===== src/rtl/aacs_pkg.sv =====
// aacs_pkg: register map, field layout, codes and timing of the amplifier control/status bank
// assumes a single 250 MHz reference clock at both ends
// What this block does
// - detect clocks, report rate and ratio fields
// - rate codes: 32,48,16,24,8,12 kHz
// - ratio codes: 64 to 512 times rate
// - source gives bit clock 64/32/48 times rate
// - low ratios only at permitted rates
// - error flags sticky, cleared by writing zero
// - host clears errors, then reads back
// - flag master or bit clock count change
// - flag frame rate change and frame slip
// - bit1 protection fault, bit0 thermal warning
// - control1 bit7 dc-blocking filter, default on
// - control1 bit5 hard unmute, default set
// - control1 bits1..0 select de-emphasis
// - format codes 0..8, default 24-bit I2S
// - control2 bit6 shutdown, default set
// - soft mute bits force 50% duty
// - id register returns fixed seven-bit code
// - host avoids reserved registers and codes; aacs_host drops reserved registers but passes any code
package aacs_pkg;
  localparam logic [7:0] ADDR_CLK_STATUS = 8'h00;
  localparam logic [7:0] ADDR_FW_ID = 8'h01;
  localparam logic [7:0] ADDR_FAULTS = 8'h02;
  localparam logic [7:0] ADDR_CTRL1 = 8'h03;
  localparam logic [7:0] ADDR_FORMAT = 8'h04;
  localparam logic [7:0] ADDR_SHUTDOWN = 8'h05;
  localparam logic [7:0] ADDR_QUIET = 8'h06;
  localparam logic [7:0] ADDR_LAST = 8'h06;
  // reset values and write masks
  localparam logic [7:0] RST_FAULTS = 8'h00;
  localparam logic [7:0] RST_CTRL1 = 8'ha0;
  localparam logic [7:0] RST_FORMAT = 8'h05;
  localparam logic [7:0] RST_SHUTDOWN = 8'h40;
  localparam logic [7:0] RST_QUIET = 8'h00;
  localparam logic [7:0] CTRL1_MASK = 8'ha3;
  localparam logic [7:0] FORMAT_MASK = 8'h0f;
  localparam logic [7:0] SHUTDOWN_MASK = 8'h40;
  localparam logic [7:0] QUIET_MASK = 8'h03;
  // id code: value arbitrary
  localparam logic [6:0] FW_ID_VALUE = 7'h2a;
  // field positions
  localparam int RATE_LSB = 5;
  localparam int RATIO_LSB = 2;
  localparam int ERR_MCLK = 7;
  localparam int ERR_PLL = 6;
  localparam int ERR_SCLK = 5;
  localparam int ERR_LRCLK = 4;
  localparam int ERR_SLIP = 3;
  localparam int ERR_PROT = 1;
  localparam int ERR_OTW = 0;
  localparam int C1_DCBLOCK = 7;
  localparam int C1_HARD_UNMUTE = 5;
  localparam int SD_SHUTDOWN = 6;
  // sample rate codes
  localparam logic [2:0] RATE_32K = 3'h0;
  localparam logic [2:0] RATE_48K = 3'h3;
  localparam logic [2:0] RATE_16K = 3'h4;
  localparam logic [2:0] RATE_24K = 3'h5;
  localparam logic [2:0] RATE_8K = 3'h6;
  localparam logic [2:0] RATE_12K = 3'h7;
  // ratio codes
  localparam logic [2:0] RATIO_64 = 3'h0;
  localparam logic [2:0] RATIO_128 = 3'h1;
  localparam logic [2:0] RATIO_192 = 3'h2;
  localparam logic [2:0] RATIO_256 = 3'h3;
  localparam logic [2:0] RATIO_384 = 3'h4;
  localparam logic [2:0] RATIO_512 = 3'h5;
  localparam logic [2:0] RATIO_BAD = 3'h7;
  // de-emphasis and format
  localparam logic [1:0] DEEMPH_NONE = 2'h0;
  localparam logic [1:0] DEEMPH_32K = 2'h1;
  localparam logic [1:0] DEEMPH_48K = 2'h3;
  localparam logic [3:0] FMT_LAST = 4'h8;
  // timing: reference clock, frame period limits per rate in reference cycles
  localparam int CLK_MHZ = 250;
  localparam int FRAME_CNT_W = 16;
  localparam int FRAME_TOL = 4;
  // frame period in ns for each rate class (48k family; 44K, 24K and 12K use 44.1k-family periods)
  localparam int FRAME_NS_48K = 20833;
  localparam int FRAME_CYC_48K = FRAME_NS_48K * CLK_MHZ / 1000;
  localparam int FRAME_CYC_44K = 22675 * CLK_MHZ / 1000;
  localparam int FRAME_CYC_32K = 31250 * CLK_MHZ / 1000;
  localparam int FRAME_CYC_24K = 45351 * CLK_MHZ / 1000;
  localparam int FRAME_CYC_16K = 62500 * CLK_MHZ / 1000;
  localparam int FRAME_CYC_12K = 90703 * CLK_MHZ / 1000;
  localparam int FRAME_CYC_8K = 125000 * CLK_MHZ / 1000;
endpackage


===== src/rtl/aacs_if.sv =====
// aacs_if: serial-control register port plus audio clock and status lines between amp and host
// assumes both ends share ref_clk; audio clocks originate at the host side
`timescale 1ns/1ps
interface aacs_if;
  logic [7:0] addr;
  logic [7:0] wdata;
  logic wr;
  logic rd;
  logic [7:0] rdata;
  logic mclk;
  logic sclk;
  logic lrclk;
  logic prot_fault;
  logic temp_warn;
  modport amp (input addr, input wdata, input wr, input rd, output rdata,
               input mclk, input sclk, input lrclk, input prot_fault, input temp_warn);
  modport host (output addr, output wdata, output wr, output rd, input rdata,
                output mclk, output sclk, output lrclk);
endinterface


===== src/rtl/aacs_amp.sv =====
// aacs_amp: amplifier-side control/status register bank with clock auto-detection
// assumes host signals are on ref_clk; mclk/sclk/lrclk and fault lines are asynchronous
`timescale 1ns/1ps
module aacs_amp
  import aacs_pkg::*;
#(
  parameter int CNT_W = 16
) (
  // clock and reset
  input wire logic ref_clk,
  input wire logic nrst,
  input wire logic clk_en,
  // link
  aacs_if.amp link,
  // controls toward the datapath
  output logic dc_block_en,
  output logic hard_unmute,
  output logic [1:0] deemph_sel,
  output logic [3:0] audio_format,
  output logic all_shutdown,
  output logic [1:0] quiet_ch,
  // audio stream status
  output logic [2:0] sample_frequency,
  output logic [2:0] mclk_ratio,
  output logic pll_locked
);
  // counter must hold the slowest frame
  if (CNT_W < 15 || CNT_W > 24) begin : g_bad_cnt_w
    $error("aacs_amp: CNT_W out of range");
  end

  // ****************************************
  // input synchronisers
  // ****************************************
  logic [4:0] s1_q, s2_q, s3_q;
  always_ff @(posedge ref_clk or negedge nrst) begin
    if (!nrst) begin
      s1_q <= 5'h00;
      s2_q <= 5'h00;
      s3_q <= 5'h00;
    end else if (clk_en) begin
      s1_q <= {link.temp_warn, link.prot_fault, link.lrclk, link.sclk, link.mclk};
      s2_q <= s1_q;
      s3_q <= s2_q;
    end
  end
  wire mclk_rise = s2_q[0] & ~s3_q[0];
  wire sclk_rise = s2_q[1] & ~s3_q[1];
  wire lr_rise = s2_q[2] & ~s3_q[2];

  // ****************************************
  // per-frame counting
  // ****************************************
  logic [CNT_W-1:0] ref_cnt_q, ref_last_q;
  logic [9:0] mclk_cnt_q, mclk_last_q;
  logic [7:0] sclk_cnt_q, sclk_last_q;
  logic [1:0] frames_q;
  always_ff @(posedge ref_clk or negedge nrst) begin
    if (!nrst) begin
      ref_cnt_q <= '0;
      ref_last_q <= '0;
      mclk_cnt_q <= 10'h000;
      mclk_last_q <= 10'h000;
      sclk_cnt_q <= 8'h00;
      sclk_last_q <= 8'h00;
      frames_q <= 2'h0;
    end else if (clk_en) begin
      if (lr_rise) begin
        ref_cnt_q <= '0;
        ref_last_q <= ref_cnt_q;
        mclk_cnt_q <= 10'h000;
        mclk_last_q <= mclk_cnt_q;
        sclk_cnt_q <= 8'h00;
        sclk_last_q <= sclk_cnt_q;
        if (frames_q != 2'h3) frames_q <= frames_q + 2'h1;
      end else begin
        if (ref_cnt_q != '1) ref_cnt_q <= ref_cnt_q + 1'b1;
        if (mclk_rise && mclk_cnt_q != 10'h3ff) mclk_cnt_q <= mclk_cnt_q + 10'h001;
        if (sclk_rise && sclk_cnt_q != 8'hff) sclk_cnt_q <= sclk_cnt_q + 8'h01;
      end
    end
  end

  function automatic logic [2:0] rate_code(input logic [CNT_W-1:0] cyc);
    int c;
    c = int'(cyc);
    if (c < (FRAME_CYC_48K + FRAME_CYC_32K) / 2) rate_code = RATE_48K;
    else if (c < (FRAME_CYC_32K + FRAME_CYC_24K) / 2) rate_code = RATE_32K;
    else if (c < (FRAME_CYC_24K + FRAME_CYC_16K) / 2) rate_code = RATE_24K;
    else if (c < (FRAME_CYC_16K + FRAME_CYC_12K) / 2) rate_code = RATE_16K;
    else if (c < (FRAME_CYC_12K + FRAME_CYC_8K) / 2) rate_code = RATE_12K;
    else rate_code = RATE_8K;
  endfunction

  function automatic logic [2:0] ratio_code(input logic [9:0] n);
    case (n)
      10'd64: ratio_code = RATIO_64;
      10'd128: ratio_code = RATIO_128;
      10'd192: ratio_code = RATIO_192;
      10'd256: ratio_code = RATIO_256;
      10'd384: ratio_code = RATIO_384;
      10'd512: ratio_code = RATIO_512;
      default: ratio_code = RATIO_BAD;
    endcase
  endfunction

  function automatic logic differs(input logic [CNT_W-1:0] a, input logic [CNT_W-1:0] b);
    differs = (a > b) ? (a - b > CNT_W'(FRAME_TOL)) : (b - a > CNT_W'(FRAME_TOL));
  endfunction

  // ****************************************
  // detection and fault events
  // ****************************************
  wire judge = lr_rise && frames_q == 2'h3;
  wire ev_mclk = judge && mclk_cnt_q != mclk_last_q;
  wire ev_sclk = judge && sclk_cnt_q != sclk_last_q;
  wire ev_lr = judge && rate_code(ref_cnt_q) != rate_code(ref_last_q);
  wire ev_slip = judge && !ev_lr && differs(ref_cnt_q, ref_last_q);
  wire ev_pll = judge && ratio_code(mclk_cnt_q) == RATIO_BAD;

  always_ff @(posedge ref_clk or negedge nrst) begin
    if (!nrst) begin
      sample_frequency <= RATE_48K;
      mclk_ratio <= RATIO_256;
      pll_locked <= 1'b0;
    end else if (clk_en && judge) begin
      sample_frequency <= rate_code(ref_cnt_q);
      mclk_ratio <= ratio_code(mclk_cnt_q);
      pll_locked <= !ev_pll;
    end
  end

  // ****************************************
  // register bank
  // ****************************************
  logic [7:0] faults_q, ctrl1_q, format_q, shut_q, quiet_q, rdata_q;
  wire [7:0] events = {ev_mclk, ev_pll, ev_sclk, ev_lr, ev_slip, 1'b0, s3_q[3], s3_q[4]};
  wire fault_wr = link.wr && link.addr == ADDR_FAULTS;
  always_ff @(posedge ref_clk or negedge nrst) begin
    if (!nrst) begin
      faults_q <= RST_FAULTS;
    end else if (clk_en) begin
      // set wins over a write of zero in the same cycle
      faults_q <= (fault_wr ? (faults_q & link.wdata) : faults_q) | events;
    end
  end

  always_ff @(posedge ref_clk or negedge nrst) begin
    if (!nrst) begin
      ctrl1_q <= RST_CTRL1;
      format_q <= RST_FORMAT;
      shut_q <= RST_SHUTDOWN;
      quiet_q <= RST_QUIET;
    end else if (clk_en && link.wr) begin
      // status and id writes fall through
      if (link.addr == ADDR_CTRL1) begin
        ctrl1_q <= link.wdata & CTRL1_MASK;
      end else if (link.addr == ADDR_FORMAT) begin
        format_q <= link.wdata & FORMAT_MASK;
      end else if (link.addr == ADDR_SHUTDOWN) begin
        shut_q <= link.wdata & SHUTDOWN_MASK;
      end else if (link.addr == ADDR_QUIET) begin
        quiet_q <= link.wdata & QUIET_MASK;
      end
    end
  end

  always_ff @(posedge ref_clk or negedge nrst) begin
    if (!nrst) begin
      rdata_q <= 8'h00;
    end else if (clk_en) begin
      if (!link.rd) begin
        rdata_q <= 8'h00;
      end else if (link.addr == ADDR_CLK_STATUS) begin
        rdata_q <= {sample_frequency, mclk_ratio, 2'b00};
      end else if (link.addr == ADDR_FW_ID) begin
        rdata_q <= {1'b0, FW_ID_VALUE};
      end else if (link.addr == ADDR_FAULTS) begin
        rdata_q <= faults_q;
      end else if (link.addr == ADDR_CTRL1) begin
        rdata_q <= ctrl1_q;
      end else if (link.addr == ADDR_FORMAT) begin
        rdata_q <= format_q;
      end else if (link.addr == ADDR_SHUTDOWN) begin
        rdata_q <= shut_q;
      end else if (link.addr == ADDR_QUIET) begin
        rdata_q <= quiet_q;
      end else begin
        rdata_q <= 8'h00;
      end
    end
  end
  assign link.rdata = rdata_q;

  // ****************************************
  // control outputs
  // ****************************************
  always_ff @(posedge ref_clk or negedge nrst) begin
    if (!nrst) begin
      dc_block_en <= 1'b1;
      hard_unmute <= 1'b1;
      deemph_sel <= DEEMPH_NONE;
      audio_format <= RST_FORMAT[3:0];
      all_shutdown <= 1'b1;
      quiet_ch <= 2'b00;
    end else if (clk_en) begin
      dc_block_en <= ctrl1_q[C1_DCBLOCK];
      hard_unmute <= ctrl1_q[C1_HARD_UNMUTE];
      deemph_sel <= ctrl1_q[1:0];
      audio_format <= format_q[3:0];
      all_shutdown <= shut_q[SD_SHUTDOWN];
      quiet_ch <= quiet_q[1:0];
    end
  end
endmodule


===== src/flat_wrapper.sv =====
// flat-port wrapper written by rule: the top's interface ports become plain ports
module aacs_amp_flat import aacs_pkg::*;
#(
  parameter int CNT_W = 16
)
  (ref_clk, nrst, clk_en, dc_block_en, hard_unmute, deemph_sel, audio_format, all_shutdown, quiet_ch, sample_frequency, mclk_ratio, pll_locked, link_addr, link_wdata, link_wr, link_rd, link_rdata, link_mclk, link_sclk, link_lrclk, link_prot_fault, link_temp_warn);
  aacs_if link_i ();
  input wire logic ref_clk;
  input wire logic nrst;
  input wire logic clk_en;
  output logic dc_block_en;
  output logic hard_unmute;
  output logic [1:0] deemph_sel;
  output logic [3:0] audio_format;
  output logic all_shutdown;
  output logic [1:0] quiet_ch;
  output logic [2:0] sample_frequency;
  output logic [2:0] mclk_ratio;
  output logic pll_locked;
  input wire logic [$bits(link_i.addr)-1:0] link_addr;
  input wire logic [$bits(link_i.wdata)-1:0] link_wdata;
  input wire logic [$bits(link_i.wr)-1:0] link_wr;
  input wire logic [$bits(link_i.rd)-1:0] link_rd;
  output wire logic [$bits(link_i.rdata)-1:0] link_rdata;
  input wire logic [$bits(link_i.mclk)-1:0] link_mclk;
  input wire logic [$bits(link_i.sclk)-1:0] link_sclk;
  input wire logic [$bits(link_i.lrclk)-1:0] link_lrclk;
  input wire logic [$bits(link_i.prot_fault)-1:0] link_prot_fault;
  input wire logic [$bits(link_i.temp_warn)-1:0] link_temp_warn;
  assign link_i.addr = link_addr;
  assign link_i.wdata = link_wdata;
  assign link_i.wr = link_wr;
  assign link_i.rd = link_rd;
  assign link_rdata = link_i.rdata;
  assign link_i.mclk = link_mclk;
  assign link_i.sclk = link_sclk;
  assign link_i.lrclk = link_lrclk;
  assign link_i.prot_fault = link_prot_fault;
  assign link_i.temp_warn = link_temp_warn;
  aacs_amp #(.CNT_W(CNT_W)) u_core (.ref_clk(ref_clk), .nrst(nrst), .clk_en(clk_en), .link(link_i), .dc_block_en(dc_block_en), .hard_unmute(hard_unmute), .deemph_sel(deemph_sel), .audio_format(audio_format), .all_shutdown(all_shutdown), .quiet_ch(quiet_ch), .sample_frequency(sample_frequency), .mclk_ratio(mclk_ratio), .pll_locked(pll_locked));
endmodule

===== config.mk =====
export PLATFORM = sky130hd
export DESIGN_NAME = aacs_amp_flat
export DESIGN_NICKNAME = d
export VERILOG_FILES = /design/src/rtl/aacs_pkg.sv /design/src/rtl/aacs_if.sv /design/src/rtl/aacs_amp.sv /design/src/flat_wrapper.sv
export SDC_FILE = /design/constraint.sdc
export NUM_CORES = 1
export LEC_CHECK = 0
export BUFFER_PORTS_ARGS = -buffer_cell sky130_fd_sc_hd__buf_2
export CAP_MARGIN = 40
export CORE_MARGIN = 4
export CORE_UTILIZATION = 60
export DETAILED_ROUTE_END_ITERATION = 8
export PLACE_DENSITY = 0.79
export SLEW_MARGIN = 20
export SYNTH_ARGS = -nofsm -noshare
export SYNTH_HDL_FRONTEND = slang
export SYNTH_SLANG_ARGS = --single-unit
export TNS_END_PERCENT = 1

===== constraint.sdc =====
create_clock -name ref_clk -period 3.14 [get_ports ref_clk]
set_input_delay 0 -clock ref_clk [delete_from_list [all_inputs] [get_ports ref_clk]]
set_output_delay 0 -clock ref_clk [all_outputs]
set_load 0.1 [all_outputs]

Yosys cells after proc, flatten, opt, wreduce, memory -nomap -nowiden
Index checks and enable logic that the tools add are counted.
Widths: inputs -> output; s select.
- input bits: 26
- latch bits: 0
- register bits after elaboration: 130
- bits in writable memories: 0
- word-level logic and storage cells: 130
- output and inout port bits: 26
- memories: 0
- ROM bits: 0
- mux-type cells: 27
- shifts and indexed selects: 0
- eq/ne operators: 21
- order comparisons: 13
- reduce and logical (&&, ||, !) cells: 27
- bitwise operators: 11
- multipliers: 0
- add/subtract/negate cells: 6
- div/mod/pow operators: 0
- operators by type and width (kind ; number):
    $mux 8 ; 10
    $lt 16x14->1 const B ; 4
    $lt 16x15->1 const B ; 4
    $gt 16x3->1 const B ; 2
    $lt 16x13->1 const B ; 2
    $mux 16 ; 2
    $sub 16x16->16 ; 2
    $eq 8x3->1 const B ; 3
    $mux 3 ; 8
    $eq 10x8->1 const B ; 2
    $eq 10x9->1 const B ; 2
    $mux 10 ; 2
    $pmux 3 s6 ; 1
    $add 16x1->16 const B ; 1
    $eq 8x2->1 const B ; 2
    $gt 16x16->1 ; 1
    $ne 16x16->1 const B ; 1
    $logic_and 1x1->1 ; 12
    $add 10x1->10 const B ; 1
    $eq 10x10->1 const B ; 1
    $eq 10x7->1 const B ; 1
    $ne 10x10->1 ; 1
    $ne 10x10->1 const B ; 1
    $reduce_and 2->1 ; 5
    other kinds (21) ; 34

Logic depth before layout (Yosys ltp)
- word-level depth: 12
- depth in mapped cells: 11
- depth with buffers taken out: 11

Worst setup path before layout
OpenSTA, ideal clock, no wires.
- path kind: register to register
- start: register u_core.ref_last_q[4]
- end: register u_core.faults_q[3]
- data arrival time: 2463 ps
- clock period less this slack: 2602 ps
- library setup time: 138 ps
- path buffers: 1
- data required time: 3002 ps
- stages on the path, launching flop included: 12
- slack: 538 ps
- cell sequence: dfrtp_1 inv_1 ha_1 clkbuf_1 a21oi_1 a21oi_1 or3_1 a311o_1 nor4_1 o211ai_1 nor4_1 a221oi_2
- longest elaborated chain between the ends: 12
- elaborated cells between the ends (all ways): 22
- those cells by class: add/sub: 2; order compare: 8; eq/ne: 1; mux: 6; bitwise: 1; reduce/logical: 4
- ends and longest elaborated chain (what ; line ; RTL):
    start: declaration ; aacs_amp.sv:54 ; logic [CNT_W-1:0] ref_cnt_q, ref_last_q;
    start signal: assignment ; aacs_amp.sv:70 ; ref_last_q <= ref_cnt_q;
    $lt 16x15->1 ; aacs_amp.sv:91 ; else if (c < (FRAME_CYC_12K + FRAME_CYC_8K) / 2) rate_code = RATE_12K;
    $mux 1 ; aacs_amp.sv:91 ;
    $mux 3 ; aacs_amp.sv:90 ; else if (c < (FRAME_CYC_16K + FRAME_CYC_12K) / 2) rate_code = RATE_16K;
    $mux 3 ; aacs_amp.sv:89 ; else if (c < (FRAME_CYC_24K + FRAME_CYC_16K) / 2) rate_code = RATE_24K;
    $mux 3 ; aacs_amp.sv:88 ; else if (c < (FRAME_CYC_32K + FRAME_CYC_24K) / 2) rate_code = RATE_32K;
    $mux 3 ; aacs_amp.sv:87 ; if (c < (FRAME_CYC_48K + FRAME_CYC_32K) / 2) rate_code = RATE_48K;
    $ne 3x3->1 ; aacs_amp.sv:117 ; wire ev_lr = judge && rate_code(ref_cnt_q) != rate_code(ref_last_q);
    $logic_and 1x1->1 ; aacs_amp.sv:117 ;
    $logic_not 1->1 ; aacs_amp.sv:118 ; wire ev_slip = judge && !ev_lr && differs(ref_cnt_q, ref_last_q);
    $logic_and 1x1->1 ; aacs_amp.sv:118 ;
    $logic_and 1x1->1 * ; aacs_amp.sv:118 ;
    $or 8x8->8 * ; aacs_amp.sv:144 ; faults_q <= (fault_wr ? (faults_q & link.wdata) : faults_q) | events;
    end signal: assignment ; aacs_amp.sv:144 ;
    end: declaration ; aacs_amp.sv:136 ; logic [7:0] faults_q, ctrl1_q, format_q, shut_q, quiet_q, rdata_q;
Mark *: on every way between the ends. The rest lies on a longest branch, timed or not.
A chain may end at the register's enable or synchronous reset.

Worst setup path after layout
- start: register u_core.ref_cnt_q[0]
- end: register u_core.faults_q[3]
- longest elaborated chain between the ends: 12
- elaborated cells between the ends (all ways): 22
- those cells by class: add/sub: 2; order compare: 8; eq/ne: 1; mux: 6; bitwise: 1; reduce/logical: 4
- ends and longest elaborated chain (what ; line ; RTL):
    start: declaration ; aacs_amp.sv:54 ;
    start signal: assignment ; aacs_amp.sv:77 ; if (ref_cnt_q != '1) ref_cnt_q <= ref_cnt_q + 1'b1;
    $lt 16x15->1 ; aacs_amp.sv:91 ;
    $mux 1 ; aacs_amp.sv:91 ;
    $mux 3 ; aacs_amp.sv:90 ;
    $mux 3 ; aacs_amp.sv:89 ;
    $mux 3 ; aacs_amp.sv:88 ;
    $mux 3 ; aacs_amp.sv:87 ;
    $ne 3x3->1 ; aacs_amp.sv:117 ;
    $logic_and 1x1->1 ; aacs_amp.sv:117 ;
    $logic_not 1->1 ; aacs_amp.sv:118 ;
    $logic_and 1x1->1 ; aacs_amp.sv:118 ;
    $logic_and 1x1->1 * ; aacs_amp.sv:118 ;
    $or 8x8->8 * ; aacs_amp.sv:144 ;
Marked as above.

==> results.md <==
- Top cells by area, synth: dfrtp_1 (36%), mux2_2 (6.1%), ha_1 (5.7%)
- RSZ-0062 raised after global routing: no
- Synth Warn #: 0
- First-pass GRT wire length: 34.5 mm
- Port Buf Inserts: 51
- Post-DP HPWL: 15.0 mm
- Largest net degree at the start of global routing: 95
- Synthesized flop and latch total: 130
- Worst Skew: 0.00699 ns
- Max Cap Viol: 0
- Per-cell routed wire length: 18.5 µm
- Critical Path Source Type: flop
- Max stage delay on crit path: 0.55 ns
- Slew @ Worst Pin: 0.628 ns
- DR iter-0 viols: 727
- Slew headroom: 0.578
- Setup repair bufs after CTS: 0
- Setup TNS: 0 ns
- Final hold violation count: 0
- Initial Util: 0.612
- Die Wd: 124 µm
- Register area share after synthesis: 0.405
- Global-route usage over all layers: 0.287
- Syn Area/Cell: 9.01 µm²
- Layout cells sized above 1: 0.182
- Most used cell, CP: nor4_1
- Vias in the first global route: 6739
- Pre-antenna DRT Iters: 5
- Vias/cell: 6.14
- Crit-path cells: inv_1 > ha_1 > fa_1 > nor2b_1 > nor4_1 > nor4_1 > o211ai_1 > or4_1 > nor4_2 > and3_1 > a221oi_2
- Critical path buffer and inverter count: 1
- Worst vdd ir: 0.702 mV
- Top cell type's share of synthesized area: 0.359
- Area Growth Syn to Fin: 14.8%
- Final period util: 0.959
- Core box area: 0.0132 mm²
- Clk root buf: clkbuf_16
- # H-tree levels: 4
- Cts bufs inserted: 17
- CP arrival: 3.29 ns
- Syn_nets: 960
- Highest Clock Rate: 332 MHz
- Sink Count: 130
- Hold WS: 0.0231 ns
- Vias: 6998
- Data required, critical path: 3.42 ns
- Num rows: 42
- Post-Syn Area: 0.00808 mm²
- Final net count: 1015
- Worst-Skew Late Latency: 0.42 ns
- Hold Crit Class: primary input to flop
- Residual DRC count: 0
- Post-synth ARST share: 1.00
- Initial antenna violation count: 0
- Die height: 124 µm
- Number of synthesized flops with an enable pin: 0
- Die area: 0.0154 mm²
- Most used DFF post-synth: dfrtp_1
- Status: finished, final reports clean
- Final Power: 0.00706 W
- Peak fanout along the critical path: 5
- RePlAce Congestion: 0.938
- Leak pwr: 4.19 nW
- # diodes: 0
- Worst path slowest cell: or4_1
- Setup-failing EPs final: 0
- Area leader, netlist: dfrtp_1
- Critical Path End Type: flop
- Final wirelength: 21.1 mm
- Synth cell types: 75
- Slew Viols, Final: 0
- Tmin final: 3.01 ns
- CTS tree: yes
- Post-Synthesis Cells: 896
- Clock Pin Slew Worst Setup and Hold Paths: 0.06 ns
- Final ANT Viol Nets: 0
- Delay-heaviest family, CP: simple AND/OR/NAND/NOR gates
- I/O pins: 52
- P per Cell Area: 762 mW/mm²
- Overflow left after global routing: 0
- Bufs on Longest Clock Path: 2
- Critical path class: flop to flop
-- registers in the layout, summed over array words and instances, names as in the netlist, 2 cells and up --
register / count
u_core.quiet_ch: 2
u_core.faults_q: 8
u_core.ctrl1_q: 4
u_core.mclk_last_q: 10
u_core.link.rdata: 8
u_core.mclk_cnt_q: 10
u_core.s3_q: 5
u_core.sample_frequency: 3
u_core.ref_last_q: 16
u_core.sclk_cnt_q: 8
u_core.format_q: 4
u_core.ref_cnt_q: 16
u_core.sclk_last_q: 8
u_core.s2_q: 5
u_core.mclk_ratio: 3
u_core.frames_q: 2
u_core.audio_format: 4
u_core.quiet_q: 2
u_core.s1_q: 5
u_core.deemph_sel: 2
-- area by class of cell --
| type | count | area, µm² |
|---|---|---|
| tap | 176 | 220 |
| fill | 977 | 3920 |
| clock buffer | 19 | 433 |
| multi-input combinational | 670 | 4450 |
| timing repair buffer | 84 | 553 |
| inverter | 48 | 180 |
| clock inverter | 13 | 160 |
| sequential | 130 | 3270 |
-- logic make-up (layout without fill, tap and decap cells) --
logic type | count (synthesis) | after routing | synth area share
adders and majority gates | 38 | 38 | 0.0598
DFF | 130 | 130 | 0.405
AOI/OAI and AO/OA | 209 | 209 | 0.171
muxes | 48 | 48 | 0.0663
xor gates and xnor gates | 60 | 60 | 0.0651
and+or+nand+nor | 315 | 315 | 0.188
buffers and inverters | 96 | 164 | 0.0449
-- cell usage in the layout (no fill, tap or decap), types with 6 or more instances in the layout --
master / count
nand2_1: 118
o21ai_0: 59
a31oi_1: 11
dlygate4sd3_1: 14
inv_1: 47
o211ai_1: 6
a21oi_1: 39
nand3_1: 23
nand2b_1: 9
nor3_1: 17
nor4_1: 11
a211oi_1: 10
mux2_2: 44
buf_4: 19
clkbuf_16: 17
and3_1: 12
ha_1: 36
nand4_1: 16
o31ai_1: 10
or3_1: 9
o22ai_1: 7
buf_2: 50
nor2_1: 67
dfrtp_1: 115
xnor2_1: 42
dfstp_2: 14
a21o_1: 13
xor2_1: 18
-- metrics by stage --
stage               utilization  area (µm²)  setup WS, ns  instances
floorplan                     -        8080         0.538        896
global placement          0.646        8530         0.227       1094
detailed placement        0.646        8530         0.166       1094
CTS                       0.702        9260         0.147       1140
global route              0.703        9270       0.00985       1140
finish                    0.703        9270         0.130       1140
-- cells in the mapped netlist (all sizes together), types with 3 or more instances --
library cell and count:
a211oi 10, a21o 13, a21oi 39, a221oi 5, a22o 3, a311oi 3, a31o 5, a31oi 11
and2 5, and3 13, and4 4, buf 7, clkbuf 41, dfrtp 116, dfstp 14, ha 37
inv 47, mux2 44, mux2i 4, nand2 118, nand2b 9, nand3 24, nand4 16, nor2 67
nor2b 5, nor3 17, nor3b 3, nor4 14, o211ai 6, o21a 5, o21ai 62, o22ai 7
o311ai 3, o31ai 10, or3 9, xnor2 42, xor2 18
-- where the power goes --
part / total (W) / internal, W / switching [W]
combinational: 0.00283 / 0.00110 / 0.00173
sequential: 0.00223 / 0.00194 / 0.000289
clock: 0.00200 / 0.00125 / 0.000750
total: 0.00706 / 0.00429 / 0.00277
-- metal layers --
metal / vias up / part of all wire / global-route usage
met1: 3372 / 0.44 / 0.403
met3: 48 / 0.066 / 0.0590
met4: 0 / 0.023 / 0.101
met5: - / 0 / 0
met2: 283 / 0.47 / 0.445
li1: 3295 / - / -
-- worst reg2reg max path: stages (launching register included) --
cell,delay [ns]
dfrtp_1,0.41
inv_1,0.11
ha_1,0.22
fa_1,0.42
nor2b_1,0.23
nor4_1,0.08
nor4_1,0.29
o211ai_1,0.16
or4_1,0.55
nor4_2,0.16
and3_1,0.20
a221oi_2,0.05
-- worst paths after layout --
path	slack [ns]	from	endpoint	cells after the start
worst max-delay path	0.13	u_core.ref_cnt_q[0]	u_core.faults_q[3]	11
worst min-delay path	0.02	link_rd	u_core.link.rdata[5]	3
worst max register to register	0.13	u_core.ref_cnt_q[0]	u_core.faults_q[3]	11
worst min register to register	0.49	u_core.s3_q[4]	u_core.faults_q[0]	2
max in group asynchronous	2.15	nrst	u_core.ref_cnt_q[1]	3
min in group asynchronous	0.10	nrst	u_core.s3_q[4]	2
-- timing repair --
action | 4_1_cts | 5_1_grt
endpoints found under the setup margin | 0 | 1
hold endpoints to repair | 59 | 0
hold buffers | 14 | 0
gates resized for setup | 0 | 5
(Power assumes the default switching activity.)
